[src/rtl/isi_regs.vh]
// isi_regs.vh: constants for the interrupt identification block
// assumes inclusion by bare name from the rtl folder
// Overview of operation
// - flags set regardless of any enable
// - every accepted interrupt goes to vector address
// - one pending bit per peripheral module
// - one extra pending bit for system sources
// - vector address writable anywhere in program memory
// - vector address resets to zero
// - source registers only for modules one, two
// - nine i2c target pairs merge into bit
// - converter events merge; three-wire separate bit
// - spi: three flags shared enable, fault separate
// - mode fault gated by its own enable
// - external channel zero has own flag, enable
// - source bit is and of flag and enable
// - source registers 16 bits, read-only, reset zero
`ifndef ISI_REGS_VH
`define ISI_REGS_VH
`define ISI_VEC_W       16
`define ISI_VEC_RST     16'h0000
`define ISI_SRC_W       16
`define ISI_SRC_RST     16'h0000
`define ISI_PEND_W      7
`define ISI_PEND_RST    7'h00
`define ISI_MASK_RST    7'h00
`define ISI_I2C_N       9
`define ISI_ADC_N       6
`define ISI_THR_N       16
`define ISI_EXT1_N      8
`define ISI_M1_EXT_N    7
// module one source bits
`define ISI_M1_SVM      7
`define ISI_M1_I2CC     8
`define ISI_M1_SPIT     10
// module two source bits
`define ISI_M2_TW       0
`define ISI_M2_ADC      1
`define ISI_M2_I2CT     2
// module pending bit positions (system bit last)
`define ISI_PB_M0       0
`define ISI_PB_M1       1
`define ISI_PB_M2       2
`define ISI_PB_M3       3
`define ISI_PB_M4       4
`define ISI_PB_M5       5
`define ISI_PB_SYS      6
`endif

[src/rtl/isi_gate.v]
// isi_gate.v: or of flags each anded with its enable, registered
// assumes flags and enables on the same clock
`timescale 1ns/1ns
module isi_gate #(
	parameter N = 1
) (
	input  wire         ref_clk_i,
	input  wire         reset_n_i,
	input  wire [N-1:0] flag_i,
	input  wire [N-1:0] en_i,
	output reg          hit_o
);
	always @(posedge ref_clk_i) begin
		if (!reset_n_i) begin
			hit_o <= 1'b0;
		end else begin
			hit_o <= |(flag_i & en_i);
		end
	end
endmodule

[src/rtl/isi_top.v]
// isi_top.v: interrupt identification, masking and vectoring
// assumes peripheral flags and enables come from core-clock logic;
// flags are held by the peripherals and cleared by software there
`timescale 1ns/1ns
`include "isi_regs.vh"
module isi_top (
	input  wire                   ref_clk_i,
	input  wire                   reset_n_i,
	// module 0 (external pins, timer 1), gated here by its enables
	input  wire [`ISI_EXT1_N-1:0] m0_flag_i,
	input  wire [`ISI_EXT1_N-1:0] m0_en_i,
	// module 1 sources
	input  wire [`ISI_M1_EXT_N-1:0] m1_ext_flag_i,
	input  wire [`ISI_M1_EXT_N-1:0] m1_ext_en_i,
	input  wire                   m1_svm_flag_i,
	input  wire                   m1_svm_en_i,
	input  wire [`ISI_I2C_N-1:0]  m1_i2cc_flag_i,
	input  wire [`ISI_I2C_N-1:0]  m1_i2cc_en_i,
	input  wire [2:0]             m1_spit_flag_i,
	input  wire                   m1_spit_en_i,
	// module 2: i2c target status and enables
	input  wire [`ISI_I2C_N-1:0]  i2c_target_status_i,
	input  wire [`ISI_I2C_N-1:0]  i2c_target_irq_enable_i,
	// converter: done, int temp, ext0, ext1, sh0, sh1
	input  wire [`ISI_ADC_N-1:0]  converter_status_i,
	input  wire [`ISI_ADC_N-1:0]  converter_enables_i,
	input  wire                   three_wire_flag_i,
	input  wire                   three_wire_enable_i,
	// module 3: timer 2
	input  wire                   timer2_flag_i,
	input  wire                   timer2_enable_i,
	// modules 4 and 5: thresholds
	input  wire [`ISI_THR_N-1:0]  low_threshold_flags_i,
	input  wire [`ISI_THR_N-1:0]  low_threshold_enables_i,
	input  wire [`ISI_THR_N-1:0]  high_threshold_flags_i,
	input  wire [`ISI_THR_N-1:0]  high_threshold_enables_i,
	// spi controller: complete, collision, overrun, mode fault
	input  wire [3:0]             spi_controller_flags_i,
	input  wire                   spi_irq_enable_i,
	input  wire                   mode_fault_enable_i,
	// system: watchdog
	input  wire                   watchdog_flag_i,
	input  wire                   watchdog_enable_i,
	// masking and vector
	input  wire [`ISI_PEND_W-1:0] module_mask_i,
	input  wire                   global_enable_i,
	input  wire                   vector_write_i,
	input  wire [`ISI_VEC_W-1:0]  vector_wdata_i,
	input  wire                   irq_accept_i,
	output reg  [`ISI_VEC_W-1:0]  vector_address_reg_o,
	output reg  [`ISI_PEND_W-1:0] module_pending_reg_o,
	output reg  [`ISI_SRC_W-1:0]  module_one_source_reg_o,
	output reg  [`ISI_SRC_W-1:0]  module_two_source_reg_o,
	output reg                    irq_request_o,
	output reg                    jump_o,
	output reg  [`ISI_VEC_W-1:0]  jump_target_o
);
	//--------------------------------------------------
	// per-function gating
	//--------------------------------------------------
	wire       g_svm;
	wire       g_i2cc;
	wire       g_spit;
	wire       g_i2ct;
	wire       g_adc;
	wire       g_tw;
	wire       g_m0;
	wire       g_t2;
	wire       g_lt;
	wire       g_ht;
	wire       g_spic;
	wire       g_wd;
	wire [`ISI_M1_EXT_N-1:0] g_ext;
	genvar i;
	generate
		for (i = 0; i < `ISI_M1_EXT_N; i = i + 1) begin : g_pin
			isi_gate #(.N(1)) u_pin (
				.ref_clk_i (ref_clk_i),
				.reset_n_i (reset_n_i),
				.flag_i    (m1_ext_flag_i[i]),
				.en_i      (m1_ext_en_i[i]),
				.hit_o     (g_ext[i])
			);
		end
	endgenerate
	isi_gate #(.N(1)) u_svm (
		.ref_clk_i (ref_clk_i),
		.reset_n_i (reset_n_i),
		.flag_i    (m1_svm_flag_i),
		.en_i      (m1_svm_en_i),
		.hit_o     (g_svm)
	);
	isi_gate #(.N(`ISI_I2C_N)) u_i2cc (
		.ref_clk_i (ref_clk_i),
		.reset_n_i (reset_n_i),
		.flag_i    (m1_i2cc_flag_i),
		.en_i      (m1_i2cc_en_i),
		.hit_o     (g_i2cc)
	);
	isi_gate #(.N(3)) u_spit (
		.ref_clk_i (ref_clk_i),
		.reset_n_i (reset_n_i),
		.flag_i    (m1_spit_flag_i),
		.en_i      ({3{m1_spit_en_i}}),
		.hit_o     (g_spit)
	);
	// nine target flag/enable pairs, one bit
	isi_gate #(.N(`ISI_I2C_N)) u_i2ct (
		.ref_clk_i (ref_clk_i),
		.reset_n_i (reset_n_i),
		.flag_i    (i2c_target_status_i),
		.en_i      (i2c_target_irq_enable_i),
		.hit_o     (g_i2ct)
	);
	// bit 2 is external channel zero with its own enable
	isi_gate #(.N(`ISI_ADC_N)) u_adc (
		.ref_clk_i (ref_clk_i),
		.reset_n_i (reset_n_i),
		.flag_i    (converter_status_i),
		.en_i      (converter_enables_i),
		.hit_o     (g_adc)
	);
	isi_gate #(.N(1)) u_tw (
		.ref_clk_i (ref_clk_i),
		.reset_n_i (reset_n_i),
		.flag_i    (three_wire_flag_i),
		.en_i      (three_wire_enable_i),
		.hit_o     (g_tw)
	);
	isi_gate #(.N(`ISI_EXT1_N)) u_m0 (
		.ref_clk_i (ref_clk_i),
		.reset_n_i (reset_n_i),
		.flag_i    (m0_flag_i),
		.en_i      (m0_en_i),
		.hit_o     (g_m0)
	);
	isi_gate #(.N(1)) u_t2 (
		.ref_clk_i (ref_clk_i),
		.reset_n_i (reset_n_i),
		.flag_i    (timer2_flag_i),
		.en_i      (timer2_enable_i),
		.hit_o     (g_t2)
	);
	isi_gate #(.N(`ISI_THR_N)) u_lt (
		.ref_clk_i (ref_clk_i),
		.reset_n_i (reset_n_i),
		.flag_i    (low_threshold_flags_i),
		.en_i      (low_threshold_enables_i),
		.hit_o     (g_lt)
	);
	isi_gate #(.N(`ISI_THR_N)) u_ht (
		.ref_clk_i (ref_clk_i),
		.reset_n_i (reset_n_i),
		.flag_i    (high_threshold_flags_i),
		.en_i      (high_threshold_enables_i),
		.hit_o     (g_ht)
	);
	// three flags share one enable, mode fault its own
	isi_gate #(.N(4)) u_spic (
		.ref_clk_i (ref_clk_i),
		.reset_n_i (reset_n_i),
		.flag_i    (spi_controller_flags_i),
		.en_i      ({mode_fault_enable_i, {3{spi_irq_enable_i}}}),
		.hit_o     (g_spic)
	);
	isi_gate #(.N(1)) u_wd (
		.ref_clk_i (ref_clk_i),
		.reset_n_i (reset_n_i),
		.flag_i    (watchdog_flag_i),
		.en_i      (watchdog_enable_i),
		.hit_o     (g_wd)
	);

	//--------------------------------------------------
	// source and pending registers
	//--------------------------------------------------
	reg [`ISI_SRC_W-1:0]  src1_d;
	reg [`ISI_SRC_W-1:0]  src2_d;
	reg [`ISI_PEND_W-1:0] pend_d;
	always @* begin
		src1_d = `ISI_SRC_RST;
		src1_d[`ISI_M1_EXT_N-1:0] = g_ext;
		src1_d[`ISI_M1_SVM] = g_svm;
		src1_d[`ISI_M1_I2CC] = g_i2cc;
		src1_d[`ISI_M1_SPIT] = g_spit;
		src2_d = `ISI_SRC_RST;
		src2_d[`ISI_M2_TW] = g_tw;
		src2_d[`ISI_M2_ADC] = g_adc;
		src2_d[`ISI_M2_I2CT] = g_i2ct;
		pend_d = `ISI_PEND_RST;
		pend_d[`ISI_PB_M0] = g_m0;
		pend_d[`ISI_PB_M1] = |src1_d;
		pend_d[`ISI_PB_M2] = |src2_d;
		pend_d[`ISI_PB_M3] = g_t2;
		pend_d[`ISI_PB_M4] = g_lt | g_spic;
		pend_d[`ISI_PB_M5] = g_ht;
		pend_d[`ISI_PB_SYS] = g_wd;
	end

	always @(posedge ref_clk_i) begin
		if (!reset_n_i) begin
			module_one_source_reg_o <= `ISI_SRC_RST;
			module_two_source_reg_o <= `ISI_SRC_RST;
			module_pending_reg_o    <= `ISI_PEND_RST;
			irq_request_o           <= 1'b0;
		end else begin
			module_one_source_reg_o <= src1_d;
			module_two_source_reg_o <= src2_d;
			// pending shows sources whatever the mask and global enable
			module_pending_reg_o    <= pend_d;
			irq_request_o <= global_enable_i &
				|(pend_d & module_mask_i);
		end
	end

	//--------------------------------------------------
	// vector address and jump
	//--------------------------------------------------
	always @(posedge ref_clk_i) begin
		if (!reset_n_i) begin
			vector_address_reg_o <= `ISI_VEC_RST;
			jump_o               <= 1'b0;
			jump_target_o        <= `ISI_VEC_RST;
		end else begin
			if (vector_write_i) begin
				vector_address_reg_o <= vector_wdata_i;
			end
			jump_o <= irq_accept_i & irq_request_o;
			if (irq_accept_i & irq_request_o) begin
				jump_target_o <= vector_address_reg_o;
			end
		end
	end
endmodule

[config.mk]
export PLATFORM = sky130hd
export DESIGN_NAME = isi_top
export DESIGN_NICKNAME = d
export VERILOG_FILES = /design/src/rtl/isi_gate.v /design/src/rtl/isi_top.v
export VERILOG_INCLUDE_DIRS = /design/src /design/src/rtl
export SDC_FILE = /design/constraint.sdc
export NUM_CORES = 1
export LEC_CHECK = 0
export BUFFER_PORTS_ARGS = -buffer_cell sky130_fd_sc_hd__buf_2
export CORE_AREA = 4 4 100 102
export CTS_BUF_LIST = sky130_fd_sc_hd__clkbuf_16
export CTS_CLUSTER_SIZE = 28
export DETAILED_ROUTE_END_ITERATION = 10
export DIE_AREA = 0 0 104 106
export GPL_TIMING_DRIVEN = 0
export PLACE_DENSITY = 0.72
export SETUP_SLACK_MARGIN = 0.3
export SLEW_MARGIN = 20
export SYNTH_ARGS = -nofsm -noshare
export SYNTH_HDL_FRONTEND = slang
export SYNTH_SLANG_ARGS = --single-unit
[constraint.sdc]
create_clock -name ref_clk_i -period 1.1 [get_ports ref_clk_i]
set_clock_uncertainty 0.1 [all_clocks]
set_input_delay 0.165 -clock ref_clk_i [delete_from_list [all_inputs] [get_ports ref_clk_i]]
set_output_delay 0.165 -clock ref_clk_i [all_outputs]
set_load 0.02 [all_outputs]
# == Word-level counts from Yosys, hierarchy flattened ==
# Index checks and enable logic that the tools add are counted.
# word_totals
regBits,92
# op_classes
bitwise,23
n_reduce_logical,11
# ops
op,n
16-bit AND,2
16-bit OR reduction,2
9-bit AND,2
9-bit OR reduction,2
1-bit AND,13
10-bit OR reduction,1
8-bit AND,1
8-bit OR reduction,1
7-bit AND,1
7-bit OR reduction,1
6-bit AND,1
3-bit OR reduction,2
6-bit OR reduction,1
4-bit AND,1
4-bit OR reduction,1
3-bit AND,1
1-bit bitwise OR,1

# == Longest topological paths before layout ==
# depth
word_depth,4
mapped_depth,5
ltp_nobuf,4

# == Hierarchy ==
# A second synthesis with hierarchy kept.
# unflattened
cells_unflattened,280
area_unflattened_um2,2785.2
# modules_own_cells
module,area_per_inst_um2,instances,cells_each,seq_area_each_um2
isi_top,1929.4,1,200,1081.0
isi_gate (g_pin[0].u_pin ...),26.3,11,2,20.0
isi_gate (u_ht ...),115.1,2,12,20.0
isi_gate (u_i2cc ...),71.3,2,7,20.0
isi_gate (u_m0),62.6,1,7,20.0
isi_gate (u_adc),52.6,1,6,20.0
isi_gate (u_spic),42.5,1,4,20.0
isi_gate (u_spit),36.3,1,3,20.0

# == Worst setup path before layout ==
# No wires, ideal clock.
# synth_timing
path_kind,register to register
startpoint,reg irq_request_o
endpoint,reg jump_target_o[12]
slack_ps,-75
t_arrival_ps,1009
path_buffers,2
stages_incl_launch_ff,6
cell_sequence,dfxtp_1 -> and2_1 -> buf_6 -> buf_6 -> nand2_1 -> a21oi_2
# synth_via
elab_chain_len,1
# synth_rtl
element,line_no,source
start: declaration,isi_top.v:54,"output reg irq_request_o,"
start signal: assignment,isi_top.v:211,irq_request_o <= global_enable_i &
1-bit AND,isi_top.v:229,if (irq_accept_i & irq_request_o) begin
end signal: assignment,isi_top.v:223,jump_target_o <= `ISI_VEC_RST;
end signal: assignment,isi_top.v:230,jump_target_o <= vector_address_reg_o;
end: declaration,isi_top.v:56,output reg [`ISI_VEC_W-1:0] jump_target_o
# No other way between the ends.
# A chain may end at the register's enable or synchronous reset.

# == Worst setup path after layout ==
# layout_timing
startpoint,reg irq_request_o
endpoint,reg jump_target_o[11]
# Same word-level chain as after synthesis.

==> run_results.csv <==
group,metric,value,unit
status,status,"complete, but fails checks",
status,violations,"hold timing, setup timing",
clocking,cts.sinks,73,
power_and_ir_drop,power.switching_fraction,0.2332,
worst_setup_path,worstReg2RegStart,"irq_request_o",
power_and_ir_drop,combPwrFrac,0.178,
worst_setup_path,r2r_cells,5,
synth,ys.flop_type,"dfxtp_1",
timing,drv_slew,0,
synth,synthCells,277,
detailed_routing,ant_nets,0,
floorplan,core,9109,um^2
worst_setup_path,critical_path.cell_chain,"and2_4 > buf_6 > buf_8 > nand2_2 > a21oi_2",
clocking,tritoncts,"yes",
power_and_ir_drop,finalPower,0.007461,W
synth,synthTopCellsByArea,"dfxtp_1 53%, mux2i_1 5.8%, buf_4 5.4%",
worst_setup_path,crit_end,"jump_target_o[11]",
floorplan,start_util,0.3038,
worst_setup_path,worst-path-stages,5,
power_and_ir_drop,ir_worst_vdd,0.7149,mV
timing,finalSetupTns,-125.7,ps
detailed_routing,wl,11830,um
worst_setup_path,crit_path_start_kind,"register",
worst_setup_path,cp.arrival,1300,ps
global_route,grt_overflow,0,
power_and_ir_drop,power_density,1331,nW/um^2
synth,synth.most_common_cell,"dfxtp_1",
clocking,clkTransAtPathRegs,60,ps
global_route,grt_max_degree,13,
synth,yosys_warnings,0,
placement,place_hpwl,8205,um
floorplan,rows,35,
cells_and_area,final_layout_size_suffix_gt1_frac,0.7167,
worst_setup_path,crit_fanout,5,
clocking,cts_root_buf,"clkbuf_16",
timing,layout_min_cycle_time,1153,ps
clocking,cts_max_level,3,
power_and_ir_drop,p_sw,0.001740,W
placement,port_buffers,240,
worst_setup_path,worstSetupStartpoint,"irq_request_o",
placement,gp_congestion,0.8076,
synth,avgSynthCellArea,9.992,um^2
detailed_routing,wl_per_cell,16.77,um
power_and_ir_drop,p_int,0.005721,W
synth,synth_area,2768,um^2
worst_setup_path,path_delay_family,"flip-flops",
global_route,grtUsageTotal,0.1925,
clocking,hold_buffers,2,
floorplan,io_pins,261,
power_and_ir_drop,p_leak,2.874,nW
worst_setup_path,r2r_slack,-50,ps
detailed_routing,drtPass1Iterations,4,
cells_and_area,area_delta_synth_final,102.5,%
detailed_routing,drtIter0Drc,74,
synth,synth_area_leader_cell,"dfxtp_1",
timing,setup_viol,4,
floorplan,die_x,104,um
floorplan,die_h,106,um
floorplan,dieArea,11020,um^2
worst_setup_path,crit_type,"register to register",
cells_and_area,fin_nets,776,
worst_setup_path,cp_slowest_stage_delay,360,ps
clocking,clkLatencyLatePin,330,ps
worst_setup_path,cp_slowest_cell,"dfxtp_4",
synth,yosys.area.top_type_share,0.5280,
worst_setup_path,critPathBufInv,2,
timing,period_share,1.048,
global_route,grt_pass1_vias,3631,
global_route,antenna_found_initial,1,
detailed_routing,drc,0,
timing,rsz0062_at_grt,"yes",
power_and_ir_drop,power_frac_seq,0.385,
min_path,holdCritPathClass,"input port to register",
clocking,clockBufferDepth,2,
timing,fmax,0.8675,GHz
global_route,grt_pass1_wl,16970,um
worst_setup_path,regToRegEndpoint,"jump_target_o[11]",
synth,synth-seq-cells,73,
detailed_routing,drt-vias-per-instance,4.692,
synth,synthTopCellsByCount,"73 x dfxtp_1, 34 x nand2_1, 22 x nor2_1, 20 x buf_4, 18 x and2_1",
synth,synth_edf_count,0,
timing,holdWs,-40.49,ps
worst_setup_path,crit_path_end_kind,"register",
synth,ys_types,31,
synth,async_flop_share,0,
worst_setup_path,crit_required,1250,ps
flow_run,cap_viol_max_count,0,
clocking,numCtsBuffers,9,
detailed_routing,via_count,3308,
power_and_ir_drop,clkPwrFrac,0.437,
timing,final_hold_viol_count,19,
synth,synth-seq-area-share,0.5280,
timing,layout_setup_ws,-52.71,ps
[cell usage in the layout (no fill, tap or decap), types with 7 or more instances in the layout]
cell type	synthesis	layout
a21oi_2	2	16
a22o_1	8	8
a22oi_1	15	15
and2_1	18	17
and3_1	13	13
buf_2	5	188
buf_4	20	27
buf_6	3	87
clkbuf_16	0	9
conb_1	1	19
dfxtp_1	73	16
dfxtp_2	0	56
mux2i_1	16	16
nand2_1	34	16
nand2_2	1	11
nand2_4	0	7
nor2_1	22	22
[worst min-delay path by stage]
stage / start / to / slack [ps] / cells after the start
floorplan: global_enable_i / irq_request_o / 170 / 2
global placement: global_enable_i / irq_request_o / 290 / 3
detailed placement: global_enable_i / irq_request_o / 290 / 3
CTS: m1_ext_en_i[5] / g_pin[5].u_pin.hit_o / -40 / 2
global route: m1_ext_en_i[3] / g_pin[3].u_pin.hit_o / -40 / 2
finish: m1_ext_en_i[1] / g_pin[1].u_pin.hit_o / -40 / 2
[routing by layer]
metal,GRT usage,vias to the layer above,share of wire
met5,0,-,0
met4,0.09402,0,0.032
met3,0.03704,31,0.052
met2,0.3863,153,0.57
met1,0.1860,1556,0.34
li1,-,1568,-
[metrics by stage]
step | utilization | std cells | worst slack (ps) | instance area, um^2
after floorplan | - | 295 | 43.94 | 2878
after global placement | 0.4630 | 646 | -216.8 | 4218
after detailed placement | 0.4630 | 646 | -201.2 | 4218
after CTS | 0.5860 | 684 | -48.36 | 5338
after global routing | 0.6152 | 705 | -108.4 | 5604
final | 0.6152 | 705 | -52.71 | 5604
[power groups by stage]
stage / combinational, W / sequential (W) / clock, W
floorplan: 0.000392 / 0.00297 / 0
global placement: 0.000965 / 0.00288 / 0
detailed placement: 0.000984 / 0.00288 / 0
CTS: 0.00122 / 0.00287 / 0.00328
global route: 0.00142 / 0.00288 / 0.00342
finish: 0.00133 / 0.00287 / 0.00326
[kinds of logic (layout without fill, tap and decap cells)]
group                  Yosys count  in the layout  synth area share
other                            1             20          0.001355
buffers and inverters           33            331           0.08227
AO/OA/AOI/OAI                   62             62            0.1664
multiplexers                    16             16           0.05786
AND/OR/NAND/NOR                 92             92            0.1641
flip-flops                      73             73            0.5280
[state kept, by name, indices dropped and copies added, names as in the netlist, 3 cells and up]
register / flops
vector_address_reg_o: 16
module_one_source_reg_o: 10
g_pin.u_pin.hit_o: 7
module_two_source_reg_o: 3
module_pending_reg_o: 7
jump_target_o: 16
[layout make-up]
| class | instances | area [um^2] |
|---|---|---|
| antenna | 1 | 2.502 |
| tap | 111 | 138.9 |
| fill | 704 | 3505 |
| buffer | 31 | 249.0 |
| timing repair buffer | 282 | 1996 |
| sequential | 73 | 1535 |
| clock buffer | 9 | 225.2 |
| multi-input combinational | 189 | 1340 |
| inverter | 2 | 7.507 |
| clock inverter | 7 | 110.1 |
[repair_timing]
action | in CTS | in global routing
cloned | 2 | 0
pin swaps | 34 | 19
setup buffers | 18 | 20
endpoints found under the hold margin | 23 | 13
setup endpoints to repair | 76 | 95
gates resized for setup | 220 | 30
Power figures use the tool's default switching activity.
